--- config.mk ---
export PLATFORM = sky130hd
export DESIGN_NAME = bcfb_top
export DESIGN_NICKNAME = d
export VERILOG_FILES = /design/src/hw/bcfb_pkg.sv /design/src/hw/bcfb_calc_if.sv /design/src/hw/bcfb_calc.sv /design/src/hw/bcfb_top.sv
export SDC_FILE = /design/constraint.sdc
export NUM_CORES = 1
export LEC_CHECK = 0
export BUFFER_PORTS_ARGS = -buffer_cell sky130_fd_sc_hd__buf_2
export CORE_MARGIN = 4
export CORE_UTILIZATION = 55
export CTS_CLUSTER_DIAMETER = 150
export DETAILED_ROUTE_END_ITERATION = 16
export GPL_ROUTABILITY_DRIVEN = 0
export PLACE_DENSITY = 0.93
export RECOVER_POWER = 25
export SLEW_MARGIN = 20
export SYNTH_ARGS = -nofsm -noshare
export SYNTH_HDL_FRONTEND = slang
export SYNTH_SLANG_ARGS = --single-unit
--- constraint.sdc ---
create_clock -name hclk -period 7.7 [get_ports hclk]
set_clock_uncertainty 0.1 [all_clocks]
set_input_delay 1.54 -clock hclk [delete_from_list [all_inputs] [get_ports hclk]]
set_output_delay 1.54 -clock hclk [all_outputs]
set_load 0.1 [all_outputs]
--- src/hw/bcfb_pkg.sv ---
// Purpose: shared constants, types and helpers for the bit-clear and
//          flag-branch execute block
// Assumes: 32-bit register bus, 12-bit data address, 21-bit program counter
// Notes:   one word per register, offsets are byte addresses
package bcfb_pkg;

	// Widths
	localparam int PC_W = 21;
	localparam int DA_W = 12;

	// Register offsets
	localparam logic [7:0] OFS_CTRL   = 8'h00;
	localparam logic [7:0] OFS_BANK   = 8'h04;
	localparam logic [7:0] OFS_INDEX  = 8'h08;
	localparam logic [7:0] OFS_STATUS = 8'h0c;
	localparam logic [7:0] OFS_PC     = 8'h10;
	localparam logic [7:0] OFS_STATE  = 8'h14;

	// Field positions
	localparam int CTRL_EXT_BIT  = 0;
	localparam int STATUS_C_BIT  = 0;
	localparam int STATUS_N_BIT  = 4;
	localparam int WORD_A_BIT    = 8;
	localparam int WORD_BIT_LSB  = 9;

	// Reset values
	localparam logic             RST_EXT   = 1'b0;
	localparam logic [3:0]       RST_BANK  = 4'h0;
	localparam logic [DA_W-1:0]  RST_INDEX = 12'h000;
	localparam logic             RST_FLAG  = 1'b0;
	localparam logic [PC_W-1:0]  RST_PC    = 21'h000000;

	// Opcodes and address split points
	localparam logic [3:0] OP_CLEAR       = 4'h9;
	localparam logic [7:0] OP_NEG         = 8'he6;
	localparam logic [7:0] OP_NO_CARRY    = 8'he3;
	localparam logic [7:0] OP_NOT_NEG     = 8'he7;
	localparam logic [7:0] IDX_LIMIT      = 8'h5f;
	localparam logic [7:0] ACCESS_SPLIT   = 8'h60;
	localparam logic [3:0] ACCESS_HI_BANK = 4'hf;
	localparam logic [PC_W-1:0] PC_STEP   = 21'h000002;

	typedef enum logic [1:0] {
		ST_IDLE = 2'b00,
		ST_EXEC = 2'b01,
		ST_NOP  = 2'b10
	} bcfb_state_type;

	typedef enum logic [1:0] {
		Q1 = 2'b00,
		Q2 = 2'b01,
		Q3 = 2'b10,
		Q4 = 2'b11
	} bcfb_phase_type;

	// Advanced counter plus doubled signed offset
	function automatic logic [PC_W-1:0] bcfb_target(
		input logic [PC_W-1:0] pc_next,
		input logic [7:0]      n);
		return pc_next + {{(PC_W-9){n[7]}}, n, 1'b0};
	endfunction

	// Branch condition per opcode byte; zero for any other byte
	function automatic logic bcfb_take(
		input logic [7:0] op,
		input logic       neg,
		input logic       carry);
		logic t;
		t = 1'b0;
		if (op == OP_NEG)
			t = neg;
		else if (op == OP_NO_CARRY)
			t = ~carry;
		else if (op == OP_NOT_NEG)
			t = ~neg;
		return t;
	endfunction

endpackage

--- src/hw/bcfb_calc_if.sv ---
// Purpose: carries the decoded instruction between core and calculator
// Assumes: one clock domain, purely combinational calculator
// Notes:   core drives the operands, calculator drives the results
`timescale 1ns/1ns
interface bcfb_calc_if;
	import bcfb_pkg::*;
	logic [15:0]     word;
	logic [3:0]      bank_select_register;
	logic            ext_en;
	logic [DA_W-1:0] index_base;
	logic [PC_W-1:0] pc;
	logic            flag_n;
	logic            flag_c;
	logic            is_clear;
	logic            is_branch;
	logic            take;
	logic [DA_W-1:0] file_addr;
	logic [7:0]      bit_mask;
	logic [PC_W-1:0] target;
	modport core (output word, bank_select_register, ext_en, index_base,
		pc, flag_n, flag_c,
		input is_clear, is_branch, take, file_addr, bit_mask, target);
	modport calc (input word, bank_select_register, ext_en, index_base,
		pc, flag_n, flag_c,
		output is_clear, is_branch, take, file_addr, bit_mask, target);
endinterface

--- src/hw/bcfb_calc.sv ---
// Purpose: decode of the held word, data address and branch target
// Assumes: inputs are held steady for the whole instruction cycle
// Notes:   no state; unknown opcodes decode to neither kind
`timescale 1ns/1ns
module bcfb_calc (
	bcfb_calc_if.calc cif
);
	import bcfb_pkg::*;

	wire [7:0] f_field;
	wire       a_bit;
	wire       use_index;
	wire [3:0] access_bank;

	// Opcode classes
	assign cif.is_clear  = (cif.word[15:12] == OP_CLEAR);
	assign cif.is_branch = (cif.word[15:8] == OP_NEG)
		| (cif.word[15:8] == OP_NO_CARRY)
		| (cif.word[15:8] == OP_NOT_NEG);

	// Branch condition from the frozen flags
	assign cif.take = bcfb_take(cif.word[15:8], cif.flag_n,
		cif.flag_c);

	// Target from the already advanced counter
	assign cif.target = bcfb_target(cif.pc, cif.word[7:0]);

	// Address mode select for the file operand
	assign f_field     = cif.word[7:0];
	assign a_bit       = cif.word[WORD_A_BIT];
	assign use_index   = cif.ext_en & (f_field <= IDX_LIMIT);
	assign access_bank = (f_field < ACCESS_SPLIT) ? 4'h0 : ACCESS_HI_BANK;
	assign cif.file_addr = a_bit ? {cif.bank_select_register, f_field}
		: use_index ? DA_W'(cif.index_base + {4'h0, f_field})
		: {access_bank, f_field};

	// One-hot mask of the bit to clear
	assign cif.bit_mask = 8'h01 << cif.word[WORD_BIT_LSB +: 3];

endmodule

--- src/hw/bcfb_top.sv ---
// Purpose: executes bit-clear on a file register and three flag branches
// Assumes: four clocks per instruction cycle, data memory reads
//          asynchronously, fetch and memory share hclk
// Notes:   configuration writes are dropped while an instruction runs
// Notes on behaviour
// - Bit-clear reads the file, zeroes one bit, writes back in Q4.
// - Bank bit clear selects access bank; set selects bank register.
// - Bank bit clear, extended set, file <= 5Fh: indexed offset mode.
// - Branch on negative jumps only when the negative flag is one.
// - Branch on no carry jumps only when the carry flag is zero.
// - Branch on not negative jumps only when negative flag is zero.
// - Offset is signed eight bit, doubled before the add.
// - Taken target is branch address plus two plus doubled offset.
// - Branches take one cycle; taken ones add a second idle cycle.
//
// The register offsets and register access over AHB-Lite were chosen for this implementation.
`timescale 1ns/1ns
module bcfb_top (
	input  wire logic                      hclk,
	input  wire logic                      hresetn,
	input  wire logic                      hsel,
	input  wire logic [31:0]               haddr,
	input  wire logic [1:0]                htrans,
	input  wire logic                      hwrite,
	input  wire logic [2:0]                hsize,
	input  wire logic [31:0]               hwdata,
	input  wire logic                      hready,
	output logic                           hreadyout,
	output logic                           hresp,
	output logic      [31:0]               hrdata,
	input  wire logic                      instr_valid,
	input  wire logic [15:0]               instr_word,
	output logic                           instr_ready,
	output logic      [bcfb_pkg::DA_W-1:0] dm_addr,
	output logic                           dm_re,
	input  wire logic [7:0]                dm_rdata,
	output logic                           dm_we,
	output logic      [7:0]                dm_wdata,
	output logic      [bcfb_pkg::PC_W-1:0] pc_out
);
	import bcfb_pkg::*;

	bcfb_state_type  state;
	bcfb_state_type  next_state;
	bcfb_phase_type  phase;
	bcfb_phase_type  next_phase;
	logic            dp_wr;
	logic            rd_pend;
	logic [7:0]      dp_addr;
	logic            ctrl_ext;
	logic [3:0]      bank_select_register;
	logic [DA_W-1:0] index_base;
	logic            flag_n;
	logic            flag_c;
	logic [PC_W-1:0] pc;
	logic [15:0]     cur_word;
	logic [7:0]      rd_data;
	wire             addr_ok;
	wire             wr_cfg;
	wire             acc;
	wire             exec;
	wire             jump;
	wire  [31:0]     rd_mux;
	wire  [2:0]      unused_size;

	bcfb_calc_if cif ();

	bcfb_calc u_calc (
		.cif (cif.calc)
	);

	// Operands for the calculator
	assign cif.word       = cur_word;
	assign cif.bank_select_register = bank_select_register;
	assign cif.ext_en     = ctrl_ext;
	assign cif.index_base = index_base;
	assign cif.pc         = pc;
	assign cif.flag_n     = flag_n;
	assign cif.flag_c     = flag_c;

	// Bus address phase and register writes
	assign addr_ok     = hsel & hready & htrans[1];
	assign unused_size = hsize; // Only whole words are supported
	assign wr_cfg      = dp_wr & (state == ST_IDLE);
	assign hreadyout   = ~rd_pend; // One wait state on reads only
	assign hresp       = 1'b0;

	// Read mux; unmapped offsets read as zero
	assign rd_mux =
		(dp_addr == OFS_CTRL)   ? 32'(ctrl_ext) :
		(dp_addr == OFS_BANK)   ? 32'(bank_select_register) :
		(dp_addr == OFS_INDEX)  ? 32'(index_base) :
		(dp_addr == OFS_STATUS) ? 32'({flag_n, 3'h0, flag_c}) :
		(dp_addr == OFS_PC)     ? 32'(pc) :
		(dp_addr == OFS_STATE)  ? 32'({state, phase}) : 32'h0;

	// Instruction handshake and phase strobes
	assign instr_ready = (state == ST_IDLE) & ~dp_wr;
	assign acc         = instr_valid & instr_ready;
	assign exec        = (state == ST_EXEC);
	assign jump        = exec & (phase == Q4) & cif.is_branch
		& cif.take;
	assign pc_out      = pc;

	// Bus data phase tracking
	always_ff @(posedge hclk or negedge hresetn) begin
		if (!hresetn) begin
			dp_wr <= 1'b0;
			rd_pend <= 1'b0;
			dp_addr <= 8'h00;
			hrdata <= 32'h0;
		end else begin
			dp_wr <= addr_ok & hwrite;
			rd_pend <= addr_ok & ~hwrite;
			if (addr_ok)
				dp_addr <= haddr[7:0];
			if (rd_pend)
				hrdata <= rd_mux;
		end
	end

	// Configuration registers, frozen while busy so the address holds
	always_ff @(posedge hclk or negedge hresetn) begin
		if (!hresetn) begin
			ctrl_ext <= RST_EXT;
			bank_select_register <= RST_BANK;
			index_base <= RST_INDEX;
		end else if (wr_cfg) begin
			if (dp_addr == OFS_CTRL)
				ctrl_ext <= hwdata[CTRL_EXT_BIT];
			if (dp_addr == OFS_BANK)
				bank_select_register <= hwdata[3:0];
			if (dp_addr == OFS_INDEX)
				index_base <= hwdata[DA_W-1:0];
		end
	end

	// Flags change only by software, never by execution
	always_ff @(posedge hclk or negedge hresetn) begin
		if (!hresetn) begin
			flag_n <= RST_FLAG;
			flag_c <= RST_FLAG;
		end else if (wr_cfg && dp_addr == OFS_STATUS) begin
			flag_n <= hwdata[STATUS_N_BIT];
			flag_c <= hwdata[STATUS_C_BIT];
		end
	end

	// Counter: load, advance on fetch, or jump in Q4
	always_ff @(posedge hclk or negedge hresetn) begin
		if (!hresetn)
			pc <= RST_PC;
		else if (wr_cfg && dp_addr == OFS_PC)
			pc <= hwdata[PC_W-1:0];
		else if (acc)
			pc <= pc + PC_STEP;
		else if (jump)
			pc <= cif.target;
	end

	// Sequencer over the four phases
	always_comb begin
		next_state = state;
		unique case (state)
			ST_IDLE: begin
				if (acc)
					next_state = ST_EXEC;
			end
			ST_EXEC: begin
				if (phase == Q4)
					next_state = jump ? ST_NOP : ST_IDLE;
			end
			ST_NOP: begin
				if (phase == Q4)
					next_state = ST_IDLE;
			end
			default: next_state = ST_IDLE;
		endcase
	end

	// Phase wraps from Q4 back to Q1
	assign next_phase = (state == ST_IDLE) ? Q1
		: bcfb_phase_type'(phase + 2'b01);

	always_ff @(posedge hclk or negedge hresetn) begin
		if (!hresetn) begin
			state <= ST_IDLE;
			phase <= Q1;
		end else begin
			state <= next_state;
			phase <= next_phase;
		end
	end

	// File access: address in Q2, read at Q2 end, write during Q4
	always_ff @(posedge hclk or negedge hresetn) begin
		if (!hresetn) begin
			cur_word <= 16'h0000;
			dm_addr <= '0;
			dm_re <= 1'b0;
			rd_data <= 8'h00;
			dm_wdata <= 8'h00;
			dm_we <= 1'b0;
		end else begin
			if (acc)
				cur_word <= instr_word;
			if (exec && phase == Q1)
				dm_addr <= cif.file_addr;
			dm_re <= exec & (phase == Q1) & cif.is_clear;
			if (dm_re)
				rd_data <= dm_rdata;
			if (exec && phase == Q3)
				dm_wdata <= rd_data & ~cif.bit_mask;
			dm_we <= exec & (phase == Q3) & cif.is_clear;
		end
	end
endmodule

# Yosys cells after proc, flatten, opt, wreduce, memory -nomap -nowiden
# Cells that the tools add are included.
# totals
in_bits,99
rom_bits,0
regBits,132
n_memories,0
latchBits,0
word_cells,98
mem_bits_rw,0
output_inout_bits,78
# classes
div,0
magnitude_cmp,2
n_addsub,4
n_shift,1
muxes,21
eq_ne,16
reduce_logical,12
n_bitwise,24
n_mul,0
# op_table
operator,count
$mux 21,8
$eq 8x8->1 const B,3
$mux 12,2
$add 21x2->21 const B,1
$add 21x21->21,1
$eq 8x4->1 const B,2
$eq 8x5->1 const B,2
$and 1x1->1,15
$add 12x8->12,1
$mux 2,5
$and 8x8->8,1
$eq 8x3->1 const B,1
$le 8x7->1 const B,1
$logic_not 8->1,1
$lt 8x7->1 const B,1
$mux 4,2
$not 8->8,1
$shl 1x3->8 const A,1
$eq 2x2->1 const B,3
$pmux 2 s3,1
$reduce_and 2->1,3
$not 1->1,5
$eq 4x4->1 const B,1
$logic_and 1x1->1,4
9 further kinds,14

# Logic depth before layout (Yosys ltp)
# depth
ltp_word,8
depth_mapped,15
depth_no_buf,11

# Modules after synthesis
# Synthesis repeated with hierarchy kept, for this count alone.
# unflattened
cells_unflattened,772
hier_area_um2,7463.4
# by_module_without_submodules
module,cells_per_inst,n_inst,area_per_inst_um2
bcfb_top,531,1,5788.1
bcfb_calc,241,1,1675.4

# Least setup slack after synthesis
# No wires, ideal clock.
# synth_timing
path_type,input port to flip-flop
startpoint,input instr_valid
endpoint,"register pc[9], in the netlist pc_out[9]"
setup_time_ps,126
required_ps,7474
arrival_time_ps,4571
path_slack_ps,2903
path_buffers,3
stages,14
path_cell_list,or4b_1 buf_6 clkbuf_1 clkbuf_1 nand2b_1 ha_1 inv_1 fa_1 nor2b_1 o211ai_1 a21oi_1 nand3_1 a31o_1 a221o_1
# synth_via
elab_chain_len,3
elab_cells_between_ends,4
# synth_lines
element,line,rtl
from (decl),bcfb_top.sv:31,"input wire logic instr_valid,"
$and 1x1->1 *,bcfb_top.sv:99,assign acc = instr_valid & instr_ready;
$mux 21,bcfb_top.sv:155,else if (acc)
$mux 21,bcfb_top.sv:153,else if (wr_cfg && dp_addr == OFS_PC)
to (signal assigned),bcfb_top.sv:154,pc <= hwdata[PC_W-1:0];
to (signal assigned),bcfb_top.sv:156,pc <= pc + PC_STEP;
to (signal assigned),bcfb_top.sv:158,pc <= cif.target;
to (decl),bcfb_top.sv:55,logic [PC_W-1:0] pc;
# Mark *: on every way between the ends. The rest lies on a longest branch, timed or not.
# A chain may end at the register's enable or synchronous reset.

==> metrics.csv <==
metric;value;unit
crit_type;in -> async;
finalHoldViolCount;0;
combPwrFrac;50.1;%
path_clk_slew;50;ps
row_count;40;
grt_overflow;0;
multi_input_area;3400;um2
hpwl;13000;um
numClockSinks;121;
synthDistinctLibCells;68;
ff_latch_area;3030;um2
post_cts_buffers;0;
worstHoldStart;dm_addr[4]$_DFFE_PN0P_;
finalWirelength;17900;um
via_per_inst;6.15;
synthTopCellsByCount;121 x dfrtp_1, 77 x nand2_1, 57 x o21ai_0;
timing.final.crit_share;61.5;%
cp-start-kind;input port;
antennaDiodeCount;0;
worst_skew_pair.late_latency;420;ps
yosys_register_bits;121;
port_buffers;125;
synth_top_area_share;44.7;%
antenna_found_initial;1;
cp_slowest_cell;clkbuf_1;
pwr-share-seq;28.2;%
p_clk_share;21.7;%
synth_top_cell_by_area;dfrtp_1;
outcome;finished with violations;
numCtsBuffers;17;
grt_pass1_vias;5708;
switching_share;50.8;%
yosysMostFrequentCell;dfrtp_1;
syn2layout_area_growth;17.8;%
violations;max-capacitance violations, max-slew violations;
start_util;56.4;%
coreArea;12000;um2
syn_inst;703;
die_y;119;um
ios;177;
worstPathRequired;7230;ps
cts_resized;0;
drt_pass1_iterations;6;
drive_gt1_share;25.2;%
grt_util_all_layers;25.5;%
syn_avg_cell_area;9.63;um2
p_int;1800;uW
setup_violations;0;
timing.rr.start;state[1]$_DFFE_PN0P_;
dieArea;14100;um2
crit_fanout;74;
max_freq;211;MHz
ctsRootBufferMaster;clkbuf_16;
drv_cap;1;
ir_drop;0.000212;V
grt_max_degree;75;
grt_pass1_wl;28600;um
holdWs;371;ps
detail-route-antenna-nets;0;
worstMarginPinSlew;3860;ps
fin_nets;929;
max_stage_delay;2650;ps
n_fill_cell;902;
synth_area;6770;um2
path_delay_family;buffers and inverters;
rsz0062_at_grt;no;
cellLeakagePower;0.00381;uW
arrival;4270;ps
tritoncts;done;
path_cells;clkbuf_1;
postCtsHoldBufs;0;
p_sw;1860;uW
die_x;119;um
startpoint;hresetn;
yosysWarnings;0;
report.final.slew_viol_count;75;
synth_top_flop_cell;dfrtp_1;
finalCriticalPeriod;4730;ps
drc;0;
detail_route.wl_per_cell;18.5;um
layout_setup_ws;2970;ps
yosysSeqAreaShare;44.7;%
vias;5962;
first_iter_violations;769;
pwr_density_cell;460;nW/um2
fin_tns_setup;0;ps
cp-end-kind;asynchronous set/reset pin;
clk_path_buf_depth;2;
async_flop_share;100;%
synth_edf_count;0;
synth_area_leaders;dfrtp_1 45%, mux2_2 5.2%, nand2_1 4.3%;
h-tree-depth;4;
cp_num_buf_inv;1;
min_path_type;reg -> reg;
detailedPlace.worstSlack;2710;ps
relSlewSlack;-157;%
==> sequential cells by signal, summed over array words and instances (netlist names), 8 cells and up <==
register and cells:
cif.word 16, dp_addr 8, cif.index_base 12, dm_addr 12, hrdata 21, pc_out 21
rd_data 8, dm_wdata 8
==> stage by stage <==
stage / cell area [um2] / utilization [%] / instances / total power, uW
5_1_grt: 7980 / 66.4 / 969 / 3840
6_report: 7980 / 66.4 / 969 / 3670
3_3_place_gp: 7390 / 61.5 / 938 / 2790
3_5_place_dp: 7390 / 61.5 / 938 / 2850
4_1_cts: 7980 / 66.4 / 969 / 3650
2_1_floorplan: 6810 / - / 714 / 2490
==> per-layer routing <==
layer  share of wire, %  GRT usage, %  vias to the layer above  wire (um)
met4                3.6          11.7                        0        652
met5                  0             0                        -          0
met2                 48          40.7                      355       8550
met3                 10          7.41                       69       1790
met1                 39          32.1                     2824       6940
li1                   -             -                     2714          -
==> power groups by stage <==
stage / Sequential [uW] / Combinational, uW / Clock, uW
after floorplan: 1670 / 826 / 0
after global placement: 1020 / 1770 / 0
after detailed placement: 1030 / 1820 / 0
after CTS: 1020 / 1830 / 799
after global routing: 1060 / 1950 / 831
final: 1030 / 1840 / 797
==> final timing paths <==
check                                          end  slack (ps)  cells after the start
setup / recovery            dm_addr[6]$_DFFE_PN0P_        2970                      1
hold / removal              dm_addr[4]$_DFFE_PN0P_         370                      2
setup reg to reg            pc_out[16]$_DFFE_PN0P_        3720                     10
hold reg to reg             dm_addr[4]$_DFFE_PN0P_         370                      2
max in group hclk           pc_out[16]$_DFFE_PN0P_        3110                     11
min in group asynchronous  dm_wdata[5]$_DFFE_PN0P_        2350                      1
==> layout by cell type (no fill, tap or decap), types with 5 or more instances in the layout <==
master       n
and2_1       9
clkbuf_16   17
ha_1        18
conb_1      12
a221oi_1     9
nor3_1       9
nor3b_1      6
or3_1        7
nand3_1     27
buf_4        6
o211ai_1     6
clkbuf_1     5
dfrtp_1    121
mux2i_1      7
nor2_1      54
nand2_1     77
nand4_1     10
nor4_1       5
a21oi_1     33
nor2b_1      8
mux2_4      10
xnor2_1      8
buf_2      124
mux2_2      31
a221o_1      7
a21o_1      10
xor2_1       5
a31oi_1      5
nand2b_1     7
o21ai_0     57
inv_1       27
a22oi_1     10
==> cells by family after synthesis <==
| kind of cell | after synthesis | synth area share (%) |
|---|---|---|
| other | 1 | 0.0554 |
| and+or+nand+nor | 242 | 18.1 |
| AOI/OAI and AO/OA | 175 | 17.2 |
| xor gates and xnor gates | 13 | 1.68 |
| adders and majority gates | 21 | 4.07 |
| muxes | 48 | 8.41 |
| buffers and inverters | 82 | 5.73 |
| DFF | 121 | 44.7 |
==> cell type report <==
| type | count | share of cell area (%) |
|---|---|---|
| Multi-Input combinational cell | 511 | 42.6 |
| Sequential cell | 121 | 38.0 |
| Timing Repair Buffer | 131 | 8.39 |
| Clock buffer | 23 | 5.87 |
| Tap cell | 147 | 2.31 |
| Clock inverter | 8 | 1.51 |
| Inverter | 28 | 1.32 |
Note: power is estimated with default switching activity, not from simulation.
